**src/tcoc_pkg.sv**
```systemverilog
`default_nettype none

package tcoc_pkg;

  // register byte addresses on the APB
  localparam logic [7:0] ADDR_OUT_MODE = 8'h00;
  localparam logic [7:0] ADDR_CLK_MODE = 8'h04;
  localparam logic [7:0] ADDR_COUNTER = 8'h08;
  localparam logic [7:0] ADDR_CMP_A = 8'h0C;
  localparam logic [7:0] ADDR_CMP_B = 8'h10;
  localparam logic [7:0] ADDR_CAPTURE = 8'h14;
  localparam logic [7:0] ADDR_FLAGS = 8'h18;

  // field positions
  localparam int COM_A_LSB = 6;
  localparam int COM_B_LSB = 4;
  localparam int WGM_LOW_LSB = 0;
  localparam int WGM_HIGH_LSB = 3;
  localparam int CLK_SEL_LSB = 0;
  localparam int FLAG_MATCH_A = 0;
  localparam int FLAG_MATCH_B = 1;
  localparam int FLAG_OVF = 2;

  // writable bits and reset values
  localparam logic [7:0] OUT_MODE_MASK = 8'hF3;
  localparam logic [7:0] CLK_MODE_MASK = 8'h1F;
  localparam logic [7:0] OUT_MODE_RESET = 8'h00;
  localparam logic [7:0] CLK_MODE_RESET = 8'h00;
  localparam logic [15:0] WORD_RESET = 16'h0000;

  // counter limits
  localparam logic [15:0] CNT_BOTTOM = 16'h0000;
  localparam logic [15:0] CNT_MAX = 16'hFFFF;
  localparam logic [15:0] TOP_8BIT = 16'h00FF;
  localparam logic [15:0] TOP_9BIT = 16'h01FF;
  localparam logic [15:0] TOP_10BIT = 16'h03FF;

  // prescaler tick masks: tick when the low bits are all ones
  localparam logic [9:0] PRE_MASK_8 = 10'h007;
  localparam logic [9:0] PRE_MASK_64 = 10'h03F;
  localparam logic [9:0] PRE_MASK_256 = 10'h0FF;
  localparam logic [9:0] PRE_MASK_1024 = 10'h3FF;

  // mode codes named in the output tables
  localparam logic [3:0] CODE_PFC_CMPA = 4'hF - 4'h6;
  localparam logic [3:0] CODE_FAST_CAP = 4'hE;
  localparam logic [3:0] CODE_FAST_CMPA = 4'hF;

  typedef enum logic [2:0] {FAM_NORMAL, FAM_CTC, FAM_FAST, FAM_PC, FAM_PFC} tcoc_family_type;
  typedef enum logic [1:0] {TOP_FIXED, TOP_CAPTURE, TOP_CMP_A, TOP_FULL} tcoc_topsrc_type;

  // waveform family of a four-bit code; reserved 13 counts as normal
  function automatic tcoc_family_type tcoc_family(input logic [3:0] code);
    tcoc_family_type fam;
    fam = FAM_NORMAL;
    unique case (code)
      4'h0, 4'hD: fam = FAM_NORMAL;
      4'h1, 4'h2, 4'h3, 4'hA, 4'hB: fam = FAM_PC;
      4'h4, 4'hC: fam = FAM_CTC;
      4'h5, 4'h6, 4'h7, 4'hE, 4'hF: fam = FAM_FAST;
      4'h8, 4'h9: fam = FAM_PFC;
    endcase
    return fam;
  endfunction

  // where TOP comes from for a code
  function automatic tcoc_topsrc_type tcoc_topsrc(input logic [3:0] code);
    tcoc_topsrc_type src;
    src = TOP_FULL;
    unique case (code)
      4'h0, 4'hD: src = TOP_FULL;
      4'h1, 4'h2, 4'h3, 4'h5, 4'h6, 4'h7: src = TOP_FIXED;
      4'h8, 4'hA, 4'hC, 4'hE: src = TOP_CAPTURE;
      4'h4, 4'h9, 4'hB, 4'hF: src = TOP_CMP_A;
    endcase
    return src;
  endfunction

endpackage

`default_nettype wire

```
**src/tcoc_wave_chan.sv**
```systemverilog
`default_nettype none

// one compare-output channel: match detect, pin takeover, waveform flop
module tcoc_wave_chan
  import tcoc_pkg::*;
#(
  parameter bit IS_CHAN_A = 1'b1
) (
  input wire logic sys_clk,
  input wire logic rst_n,
  input wire logic tick,
  input wire tcoc_family_type family,
  input wire logic [3:0] mode_code,
  input wire logic [1:0] out_mode,
  input wire logic [15:0] counter,
  input wire logic [15:0] compare,
  input wire logic [15:0] top,
  input wire logic count_up,
  output logic match,
  output logic connect,
  output logic wave_ff
);

  logic nxt_wave;
  logic nonpwm;
  logic dual;
  logic at_top;
  logic toggle_ok;

  // decode of the family and of the toggle exception
  assign match = (counter == compare);
  assign at_top = (counter == top);
  assign nonpwm = (family == FAM_NORMAL) || (family == FAM_CTC);
  assign dual = (family == FAM_PC) || (family == FAM_PFC);
  assign toggle_ok = IS_CHAN_A &&
    (((family == FAM_FAST) && (mode_code == CODE_FAST_CMPA)) ||
     (dual && ((mode_code == CODE_PFC_CMPA) || (mode_code == CODE_FAST_CAP))));

  // pin takeover; toggle in PWM is only connected where it is allowed
  assign connect = (out_mode != 2'h0) && (nonpwm || out_mode[1] || toggle_ok);

  // next waveform level; out_mode[0] is the level given on match
  always_comb begin
    nxt_wave = wave_ff;
    if (!tick || (out_mode == 2'h0)) begin
      nxt_wave = wave_ff;
    end else if (nonpwm) begin
      if (match) begin
        nxt_wave = (out_mode == 2'h1) ? ~wave_ff : out_mode[0];
      end
    end else if (out_mode == 2'h1) begin
      if (match && toggle_ok) begin
        nxt_wave = ~wave_ff;
      end
    end else if (family == FAM_FAST) begin
      // top wins so a compare equal to TOP never clears the pulse
      if (at_top) begin
        nxt_wave = ~out_mode[0];
      end else if (match) begin
        nxt_wave = out_mode[0];
      end
    end else if (match) begin
      if (compare == top) begin
        nxt_wave = ~out_mode[0];
      end else if (compare == CNT_BOTTOM) begin
        nxt_wave = out_mode[0];
      end else begin
        nxt_wave = count_up ? out_mode[0] : ~out_mode[0];
      end
    end
  end

  // waveform register
  always_ff @(posedge sys_clk or negedge rst_n) begin
    if (!rst_n) begin
      wave_ff <= 1'b0;
    end else begin
      wave_ff <= nxt_wave;
    end
  end

endmodule

`default_nettype wire

```
**src/tcoc_timer16.sv**
```systemverilog
`default_nettype none

// 16-bit timer with two compare outputs behind an APB slave
module tcoc_timer16
  import tcoc_pkg::*;
(
  input wire logic sys_clk,
  input wire logic reset_n,
  input wire logic [7:0] paddr,
  input wire logic psel,
  input wire logic penable,
  input wire logic pwrite,
  input wire logic [31:0] pwdata,
  output logic [31:0] prdata,
  output logic pready,
  output logic pslverr,
  input wire logic ext_clk_pin,
  input wire logic port_data_a,
  input wire logic port_data_b,
  output logic wave_out_a,
  output logic wave_out_b,
  output logic wave_connect_a,
  output logic wave_connect_b,
  output logic pin_out_a,
  output logic pin_out_b
);

  logic rst_meta_ff;
  logic rst_n;
  logic ext_meta_ff;
  logic ext_sync_ff;
  logic ext_last_ff;
  logic [7:0] out_mode_ff;
  logic [7:0] clk_mode_ff;
  logic [15:0] counter_ff;
  logic [15:0] nxt_counter;
  logic count_up_ff;
  logic nxt_count_up;
  logic [15:0] cmp_buf_ff [2];
  logic [15:0] cmp_act_ff [2];
  logic [15:0] capture_ff;
  logic [2:0] flags_ff;
  logic [2:0] nxt_flags;
  logic [9:0] pre_ff;
  logic [31:0] prdata_ff;
  logic [31:0] rd_mux;

  // reset release through two flops; only the second is used
  always_ff @(posedge sys_clk or negedge reset_n) begin
    if (!reset_n) begin
      rst_meta_ff <= 1'b0;
      rst_n <= 1'b0;
    end else begin
      rst_meta_ff <= 1'b1;
      rst_n <= rst_meta_ff;
    end
  end

  // apb decode; the slave never waits
  logic setup_ph;
  logic access_ph;
  logic addr_hit;
  logic wr_en;
  logic wr_out_mode;
  logic wr_clk_mode;
  logic wr_counter;
  logic wr_cmp_a;
  logic wr_cmp_b;
  logic wr_capture;
  logic wr_flags;
  assign setup_ph = psel && !penable;
  assign access_ph = psel && penable;
  assign addr_hit = (paddr == ADDR_OUT_MODE) || (paddr == ADDR_CLK_MODE) || (paddr == ADDR_COUNTER) ||
                    (paddr == ADDR_CMP_A) || (paddr == ADDR_CMP_B) || (paddr == ADDR_CAPTURE) ||
                    (paddr == ADDR_FLAGS);
  assign pready = 1'b1;
  assign pslverr = access_ph && !addr_hit;
  assign wr_en = access_ph && pwrite && addr_hit;
  assign wr_out_mode = wr_en && (paddr == ADDR_OUT_MODE);
  assign wr_clk_mode = wr_en && (paddr == ADDR_CLK_MODE);
  assign wr_counter = wr_en && (paddr == ADDR_COUNTER);
  assign wr_cmp_a = wr_en && (paddr == ADDR_CMP_A);
  assign wr_cmp_b = wr_en && (paddr == ADDR_CMP_B);
  assign wr_capture = wr_en && (paddr == ADDR_CAPTURE);
  assign wr_flags = wr_en && (paddr == ADDR_FLAGS);

  // mode fields; code joins the high bits of the second register
  logic [3:0] mode_code;
  logic [1:0] com_a;
  logic [1:0] com_b;
  logic [2:0] clk_sel;
  tcoc_family_type family;
  tcoc_topsrc_type topsrc;
  assign com_a = out_mode_ff[COM_A_LSB +: 2];
  assign com_b = out_mode_ff[COM_B_LSB +: 2];
  assign clk_sel = clk_mode_ff[CLK_SEL_LSB +: 3];
  assign mode_code = {clk_mode_ff[WGM_HIGH_LSB +: 2], out_mode_ff[WGM_LOW_LSB +: 2]};
  assign family = tcoc_family(mode_code);
  assign topsrc = tcoc_topsrc(mode_code);

  // TOP value of the current mode
  logic [15:0] top_fixed;
  logic [15:0] top;
  assign top_fixed = (mode_code[1:0] == 2'h1) ? TOP_8BIT :
                     (mode_code[1:0] == 2'h2) ? TOP_9BIT : TOP_10BIT;
  assign top = (topsrc == TOP_FIXED) ? top_fixed :
               (topsrc == TOP_CAPTURE) ? capture_ff :
               (topsrc == TOP_CMP_A) ? cmp_act_ff[0] : CNT_MAX;

  // external clock pin: two flops before the edge detector reads it
  always_ff @(posedge sys_clk or negedge rst_n) begin
    if (!rst_n) begin
      ext_meta_ff <= 1'b0;
      ext_sync_ff <= 1'b0;
      ext_last_ff <= 1'b0;
    end else begin
      ext_meta_ff <= ext_clk_pin;
      ext_sync_ff <= ext_meta_ff;
      ext_last_ff <= ext_sync_ff;
    end
  end

  // prescaler runs only while a source is chosen
  always_ff @(posedge sys_clk or negedge rst_n) begin
    if (!rst_n) begin
      pre_ff <= 10'h000;
    end else if (clk_sel == 3'h0) begin
      pre_ff <= 10'h000;
    end else begin
      pre_ff <= pre_ff + 10'h001;
    end
  end

  // timer tick: a one-cycle enable, never a clock of its own
  logic tick;
  assign tick = (clk_sel == 3'h1) ? 1'b1 :
                (clk_sel == 3'h2) ? ((pre_ff & PRE_MASK_8) == PRE_MASK_8) :
                (clk_sel == 3'h3) ? ((pre_ff & PRE_MASK_64) == PRE_MASK_64) :
                (clk_sel == 3'h4) ? ((pre_ff & PRE_MASK_256) == PRE_MASK_256) :
                (clk_sel == 3'h5) ? ((pre_ff & PRE_MASK_1024) == PRE_MASK_1024) :
                (clk_sel == 3'h6) ? (ext_last_ff && !ext_sync_ff) :
                (clk_sel == 3'h7) ? (!ext_last_ff && ext_sync_ff) : 1'b0;

  // count sequence per family
  logic at_top;
  logic at_bottom;
  logic dual;
  assign at_top = (counter_ff == top);
  assign at_bottom = (counter_ff == CNT_BOTTOM);
  assign dual = (family == FAM_PC) || (family == FAM_PFC);
  always_comb begin
    nxt_counter = counter_ff;
    nxt_count_up = count_up_ff;
    if (wr_counter) begin
      nxt_counter = pwdata[15:0];
    end else if (tick) begin
      if (family == FAM_NORMAL) begin
        nxt_counter = counter_ff + 16'h0001;
        nxt_count_up = 1'b1;
      end else if (!dual) begin
        nxt_counter = at_top ? CNT_BOTTOM : counter_ff + 16'h0001;
        nxt_count_up = 1'b1;
      end else if (count_up_ff) begin
        nxt_counter = at_top ? counter_ff - 16'h0001 : counter_ff + 16'h0001;
        nxt_count_up = !at_top;
      end else begin
        nxt_counter = at_bottom ? counter_ff + 16'h0001 : counter_ff - 16'h0001;
        nxt_count_up = at_bottom;
      end
    end
  end

  always_ff @(posedge sys_clk or negedge rst_n) begin
    if (!rst_n) begin
      counter_ff <= WORD_RESET;
      count_up_ff <= 1'b1;
    end else begin
      counter_ff <= nxt_counter;
      count_up_ff <= nxt_count_up;
    end
  end

  // control registers; reserved bits never store
  always_ff @(posedge sys_clk or negedge rst_n) begin
    if (!rst_n) begin
      out_mode_ff <= OUT_MODE_RESET;
      clk_mode_ff <= CLK_MODE_RESET;
      capture_ff <= WORD_RESET;
    end else begin
      if (wr_out_mode) out_mode_ff <= pwdata[7:0] & OUT_MODE_MASK;
      if (wr_clk_mode) clk_mode_ff <= pwdata[7:0] & CLK_MODE_MASK;
      if (wr_capture) capture_ff <= pwdata[15:0];
    end
  end

  // compare buffers: immediate in non-PWM, at TOP, or at BOTTOM
  logic load_act;
  assign load_act = (family == FAM_NORMAL) || (family == FAM_CTC) ||
                    (tick && (family == FAM_PFC) && at_bottom) ||
                    (tick && ((family == FAM_FAST) || (family == FAM_PC)) && at_top);

  // per-channel compare storage and waveform units
  logic [1:0] com_sel [2];
  logic [1:0] match_w;
  logic [1:0] conn_w;
  logic [1:0] wave_w;
  logic [1:0] wr_cmp;
  assign com_sel[0] = com_a;
  assign com_sel[1] = com_b;
  assign wr_cmp = {wr_cmp_b, wr_cmp_a};

  for (genvar ch = 0; ch < 2; ch++) begin : g_chan
    always_ff @(posedge sys_clk or negedge rst_n) begin
      if (!rst_n) begin
        cmp_buf_ff[ch] <= WORD_RESET;
        cmp_act_ff[ch] <= WORD_RESET;
      end else begin
        if (wr_cmp[ch]) cmp_buf_ff[ch] <= pwdata[15:0];
        if (load_act) cmp_act_ff[ch] <= cmp_buf_ff[ch];
      end
    end

    tcoc_wave_chan #(
      .IS_CHAN_A(ch == 0)
    ) u_chan (
      .sys_clk(sys_clk),
      .rst_n(rst_n),
      .tick(tick),
      .family(family),
      .mode_code(mode_code),
      .out_mode(com_sel[ch]),
      .counter(counter_ff),
      .compare(cmp_act_ff[ch]),
      .top(top),
      .count_up(count_up_ff),
      .match(match_w[ch]),
      .connect(conn_w[ch]),
      .wave_ff(wave_w[ch])
    );
  end

  // pin muxes; the pin driver itself is gated by software direction
  assign wave_out_a = wave_w[0];
  assign wave_out_b = wave_w[1];
  assign wave_connect_a = conn_w[0];
  assign wave_connect_b = conn_w[1];
  assign pin_out_a = conn_w[0] ? wave_w[0] : port_data_a;
  assign pin_out_b = conn_w[1] ? wave_w[1] : port_data_b;

  // event flags: write one to clear, a new event beats the clear
  logic ovf_event;
  logic [2:0] flag_set;
  assign ovf_event = tick && (((family == FAM_FAST) && at_top) ||
                              (dual && at_bottom && !count_up_ff) ||
                              (((family == FAM_NORMAL) || (family == FAM_CTC)) && (counter_ff == CNT_MAX)));
  assign flag_set = {ovf_event, tick && match_w[1], tick && match_w[0]};
  assign nxt_flags = (flags_ff & ~(wr_flags ? pwdata[2:0] : 3'h0)) | flag_set;
  always_ff @(posedge sys_clk or negedge rst_n) begin
    if (!rst_n) begin
      flags_ff <= 3'h0;
    end else begin
      flags_ff <= nxt_flags;
    end
  end

  // read data captured in the setup phase so prdata leaves a flop
  assign rd_mux = (paddr == ADDR_OUT_MODE) ? {24'h000000, out_mode_ff} :
                  (paddr == ADDR_CLK_MODE) ? {24'h000000, clk_mode_ff} :
                  (paddr == ADDR_COUNTER) ? {16'h0000, counter_ff} :
                  (paddr == ADDR_CMP_A) ? {16'h0000, cmp_buf_ff[0]} :
                  (paddr == ADDR_CMP_B) ? {16'h0000, cmp_buf_ff[1]} :
                  (paddr == ADDR_CAPTURE) ? {16'h0000, capture_ff} :
                  (paddr == ADDR_FLAGS) ? {29'h0, flags_ff} : 32'h00000000;
  always_ff @(posedge sys_clk or negedge rst_n) begin
    if (!rst_n) begin
      prdata_ff <= 32'h00000000;
    end else if (setup_ph && !pwrite) begin
      prdata_ff <= rd_mux;
    end
  end
  assign prdata = prdata_ff;

  // checks on the design's own behaviour
  logic fast_m;
  assign fast_m = (family == FAM_FAST);

  a_reserved_bits_ignored: assert property (@(posedge sys_clk) disable iff (!rst_n)
    wr_out_mode |=> (out_mode_ff == ($past(pwdata[7:0]) & OUT_MODE_MASK)) && (out_mode_ff[3:2] == 2'h0))
    else $error("reserved control bits stored a write");

  a_tick_gates_count: assert property (@(posedge sys_clk) disable iff (!rst_n)
    (!tick && !wr_counter) |=> $stable(counter_ff))
    else $error("counter moved without a tick");

  a_pfc_load_bottom: assert property (@(posedge sys_clk) disable iff (!rst_n)
    ((family == FAM_PFC) && !(tick && at_bottom)) |=> $stable(cmp_act_ff[0]))
    else $error("frequency-correct compare loaded away from bottom");

  a_off_no_connect: assert property (@(posedge sys_clk) disable iff (!rst_n)
    (com_a == 2'h0) |-> (!wave_connect_a && (pin_out_a == port_data_a)))
    else $error("channel A drives the pin while off");

  a_nonpwm_clear: assert property (@(posedge sys_clk) disable iff (!rst_n)
    ((family == FAM_CTC) && tick && match_w[0] && (com_a == 2'h2)) |=> !wave_out_a)
    else $error("non-PWM clear on match failed");

  a_fast_top_set: assert property (@(posedge sys_clk) disable iff (!rst_n)
    (fast_m && tick && at_top && (com_a == 2'h2) && (com_a == $past(com_a))) |=> wave_out_a)
    else $error("fast PWM did not set at TOP");

  a_fast_inverted_match: assert property (@(posedge sys_clk) disable iff (!rst_n)
    (fast_m && tick && match_w[0] && !at_top && (com_a == 2'h3)) |=> wave_out_a ##1 1'b1)
    else $error("inverted fast PWM did not set on match");

  a_fast_b_toggle_off: assert property (@(posedge sys_clk) disable iff (!rst_n)
    (fast_m && (com_b == 2'h1)) |-> !wave_connect_b)
    else $error("channel B connected in fast toggle mode");

  a_dual_toggle_off: assert property (@(posedge sys_clk) disable iff (!rst_n)
    (dual && (com_a == 2'h1) && (mode_code != CODE_PFC_CMPA) && (mode_code != CODE_FAST_CAP)) |-> !wave_connect_a)
    else $error("channel A toggle connected in wrong dual mode");

  a_dual_up_clear: assert property (@(posedge sys_clk) disable iff (!rst_n)
    (dual && tick && count_up_ff && match_w[0] && !at_top && !at_bottom && (com_a == 2'h2)) |=> !wave_out_a)
    else $error("dual-slope upcount match did not clear");

  a_dual_down_clear: assert property (@(posedge sys_clk) disable iff (!rst_n)
    (dual && tick && !count_up_ff && match_w[0] && !at_top && !at_bottom && (com_a == 2'h3)) |=> !wave_out_a)
    else $error("inverted dual-slope downcount match did not clear");

  a_match_flag_set: assert property (@(posedge sys_clk) disable iff (!rst_n)
    (tick && match_w[0]) |=> flags_ff[FLAG_MATCH_A])
    else $error("match flag not set after tick at equality");

  a_fixed_top_value: assert property (@(posedge sys_clk) disable iff (!rst_n)
    (mode_code == 4'h6) |-> (top == TOP_9BIT))
    else $error("fixed TOP wrong for 9-bit fast PWM");

  a_capture_top: assert property (@(posedge sys_clk) disable iff (!rst_n)
    (mode_code == CODE_FAST_CAP) |-> (top == capture_ff))
    else $error("capture register not used as TOP");

  c_fast_pwm_top: cover property (@(posedge sys_clk) disable iff (!rst_n)
    fast_m && tick && at_top && (com_a == 2'h2));
  c_dual_turn: cover property (@(posedge sys_clk) disable iff (!rst_n)
    dual && tick && at_top && count_up_ff);
  c_pfc_reload: cover property (@(posedge sys_clk) disable iff (!rst_n)
    (family == FAM_PFC) && tick && at_bottom && (cmp_buf_ff[0] != cmp_act_ff[0]));
  c_flag_clear: cover property (@(posedge sys_clk) disable iff (!rst_n)
    wr_flags && (flags_ff != 3'h0));

endmodule

`default_nettype wire

```
**config.mk**
```make
export PLATFORM = sky130hd
export DESIGN_NAME = tcoc_timer16
export DESIGN_NICKNAME = d
export VERILOG_FILES = /design/src/tcoc_pkg.sv /design/src/tcoc_wave_chan.sv /design/src/tcoc_timer16.sv
export SDC_FILE = /design/constraint.sdc
export NUM_CORES = 1
export LEC_CHECK = 0
export BUFFER_PORTS_ARGS = -buffer_cell sky130_fd_sc_hd__buf_2
export CELL_PAD_IN_SITES_DETAIL_PLACEMENT = 0
export CELL_PAD_IN_SITES_GLOBAL_PLACEMENT = 1
export CORE_MARGIN = 2
export CORE_UTILIZATION = 52
export CTS_BUF_LIST = sky130_fd_sc_hd__clkbuf_2
export DETAILED_ROUTE_END_ITERATION = 8
export PLACE_DENSITY_LB_ADDON = 0.1
export SYNTH_ARGS = -nofsm -noshare
export SYNTH_HDL_FRONTEND = slang
export SYNTH_SLANG_ARGS = --single-unit
```
**constraint.sdc**
```tcl
create_clock -name sys_clk -period 8.3 [get_ports sys_clk]
set_input_delay 0.415 -clock sys_clk [delete_from_list [all_inputs] [get_ports sys_clk]]
set_output_delay 0.415 -clock sys_clk [all_outputs]
set_load 0.01 [all_outputs]
```
==> impl_metrics.tcl <==
set metrics [dict create \
    core_area_sq_um 17200 \
    worst_r2r_path_depth 12 \
    synthArstFlopShare_pct 100 \
    power_density_nw_per_um2 124 \
    netlist_area_sq_um 9070 \
    netlist-cell-type-count 81 \
    wl_um 29700 \
    fp.dieH_um 136 \
    combPwrFrac_pct 6.8 \
    cp_cell_sequence "inv_1, ha_1, nor2b_2, a32oi_1, o22ai_1, xnor2_1, nor4_2, and4_1, a21oi_1, o21ai_4, buf_4, mux2_1" \
    drt-vias-per-instance 6.48 \
    yosys_warnings 0 \
    dp_hpwl_um 21400 \
    total_leakage_power_uw 0.00450 \
    grt_pass1_wl_um 45400 \
    tightest_slew_ns 1.15 \
    synth_fa_ha_area_share_pct 1.38 \
    grt_max_degree 81 \
    status "finished clean" \
    synth_top_cell_area_share_pct 39.5 \
    portBuffers 54 \
    numCtsBuffers 17 \
    grt_util_all_layers_pct 32.9 \
    yosysMostFrequentCell "dfrtp_1" \
    cts_sinks 144 \
    io-pin-count 88 \
    crit_type "flop to flop" \
    yosys_most_used_dff "dfrtp_1" \
    synth_top_family_by_area "compound AO/OA/AOI/OAI gates" \
    antenna_found_initial 1 \
    num_rows 48 \
    synth-edff-count 0 \
    overflow 0 \
    worst-path-buf-inv 2 \
    detail_route.first_pass.iterations 5 \
    synthTopCellsByArea "dfrtp_1 (39%), mux2_2 (7.6%), xor2_1 (5.0%)" \
    swShare_pct 31.5 \
    crit_slowest_cell "a32oi_1" \
    critPathTopFamily "compound AO/OA/AOI/OAI gates" \
    cts_tree "yes" \
    intPower_uw 833 \
    synth-compound-area-share_pct 18.1 \
    fin_util_pct 57.0 \
    power_switching_uw 383 \
    synth_xor_area_share_pct 7.24 \
    hold_violations 0 \
    setup_viol 0 \
    area_delta_synth_final_pct 7.97 \
    num_vias 7967 \
    nets 1050 \
    antenna_left 0 \
    synthTopCellsByCount "dfrtp_1 (143), nand2_1 (81), mux2_2 (61)" \
    tns_ns 0 \
    cpPeakStageDelay_ns 0.87 \
    place.gp.congestion 0.965 \
    holdPathStages 5 \
    worstPathArrival_ns 5.87 \
    start_util_pct 52.8 \
    cp.depth 12 \
    cts_buffer_depth 2 \
    grt_pass1_vias 7825 \
    synthCells 950 \
    layout_min_cycle_time_ns 5.26 \
    seqPwrFrac_pct 61.2 \
    ys_seq_area_share_pct 39.7 \
    clock_latency_ns 0.75 \
    wl_per_cell_um 24.1 \
    clkPwrFrac_pct 32.0 \
    drive_gt1_share_pct 18.1 \
    syn_avg_cell_area_sq_um 9.55 \
    dieArea_sq_um 18500 \
    ys_ff_latch 144 \
    hold_path_class "primary input to flop" \
    synth-simple-area-share_pct 16.8 \
    chipWidth_um 136 \
    clk_pin_slew_ns 0.27 \
    clock_skew_ns 0.0508 \
    fin_crit_sh_pct 63.3 \
    synthMuxAreaShare_pct 11.4 \
    clock.fmax_mhz 190 \
    timing.slew.headroom_pct 23.1 \
    cts_root_buf "clkbuf_2" \
    cp.required_ns 8.92 \
    critPathLaunchType "flop" \
    h-tree-depth 4 \
    synth_top_area_cell "dfrtp_1" \
    route.detailed.drc 0 \
    drt_iter0_drc 777 \
    rsz0062_at_grt "no" \
    drv_cap 0 \
    crit_path_max_fanout 40 \
    vdd_drop_max_mv 0.107 \
    cp-end-kind "flop" \
    drv_slew 0 \
    cts_resized 0 \
]
## through the flow
stage	power [uW]	cell area, sq um	hold WS [ns]	setup slack [ns]	std cells
after global routing	1270	9790	0.185	2.84	1230
after CTS	1220	9770	0.00153	3.14	1227
final	1220	9790	0.221	3.04	1230
after floorplan	796	9130	0.119	3.99	966
after detailed placement	827	9390	0.204	3.19	1179
after global placement	825	9390	0.199	3.36	1179
## logic make-up after synthesis
kind of cell	after synthesis
AO/OA/AOI/OAI	239
AND/OR/NAND/NOR	290
XOR/XNOR	75
adder cells (fa/ha/maj)	10
other	2
buffers and inverters	99
flip-flops	144
multiplexers	91
## metal layers
layer / vias up / GRT usage [%] / share of wire, %
met5: - / 0 / 0
met4: 0 / 11.6 / 2.3
met3: 51 / 6.64 / 7.5
met2: 358 / 50.5 / 46
met1: 4009 / 46.4 / 44
li1: 3549 / - / -
## power by group through the flow
stage | registers, uW | clock network [uW] | logic, uW
floorplan | 735 | 0 | 60.8
global placement | 753 | 0 | 72.2
detailed placement | 754 | 0 | 73.7
CTS | 742 | 399 | 80.3
global route | 746 | 431 | 89.4
finish | 744 | 390 | 82.1
## tightest hold or removal path: stages
cell and delay [ns]:
buf_2 0.15, nor4_4 0.06, buf_4 0.20, nand2_1 0.09, o21ai_1 0.05
## area by class of cell
class	count	area, sq um
antenna	1	2.50
clock buffer	17	85.1
clock inverter	14	123
fill	1574	7380
inverter	25	93.8
multi-input combinational	723	5080
sequential	144	3610
tap	225	282
timing repair buffer	81	520
## cells in the final DEF, fill, tap and decap left out, drive strengths merged, types with 16 or more instances in the layout
cell type,Yosys,layout
dfrtp,143,143
mux2,86,86
nand2,81,81
buf,35,62
o21ai,60,60
nor2,54,54
xor2,52,52
a21oi,44,44
inv,25,35
nand3,29,29
nor3,27,27
nor4,24,24
xnor2,23,23
dlygate4sd3,0,19
o22ai,18,18
conb,2,18
clkbuf,39,17
and3,16,16
## sequential cells by signal, summed over array words and instances, names as in the netlist
register / flops
cmp_act_ff: 32
cmp_buf_ff: 32
capture_ff: 16
counter_ff: 16
prdata: 16
pre_ff: 10
out_mode_ff: 6
clk_mode_ff: 5
flags_ff: 3
g_chan.u_chan.wave_ff: 2
count_up_ff: 1
ext_last_ff: 1
ext_meta_ff: 1
ext_sync_ff: 1
rst_meta_ff: 1
rst_n: 1
## final timing paths
path | slack [ns] | startpoint | endpoint
setup / recovery | 3.04 | out_mode_ff[0] | cmp_act_ff[29]
min in group asynchronous | 0.48 | reset_n | rst_n
setup reg to reg | 3.04 | out_mode_ff[0] | cmp_act_ff[29]
hold / removal | 0.22 | paddr[4] | counter_ff[3]
hold reg to reg | 0.38 | ext_meta_ff | ext_sync_ff
max in group asynchronous | 6.37 | rst_n | clk_mode_ff[4]
## repair_timing
action | CTS | global route
buffers inserted | 0 | 0
hold buffers | 17 | 2
hold endpoints to repair | 52 | 2
Power figures use the tool's default switching activity.
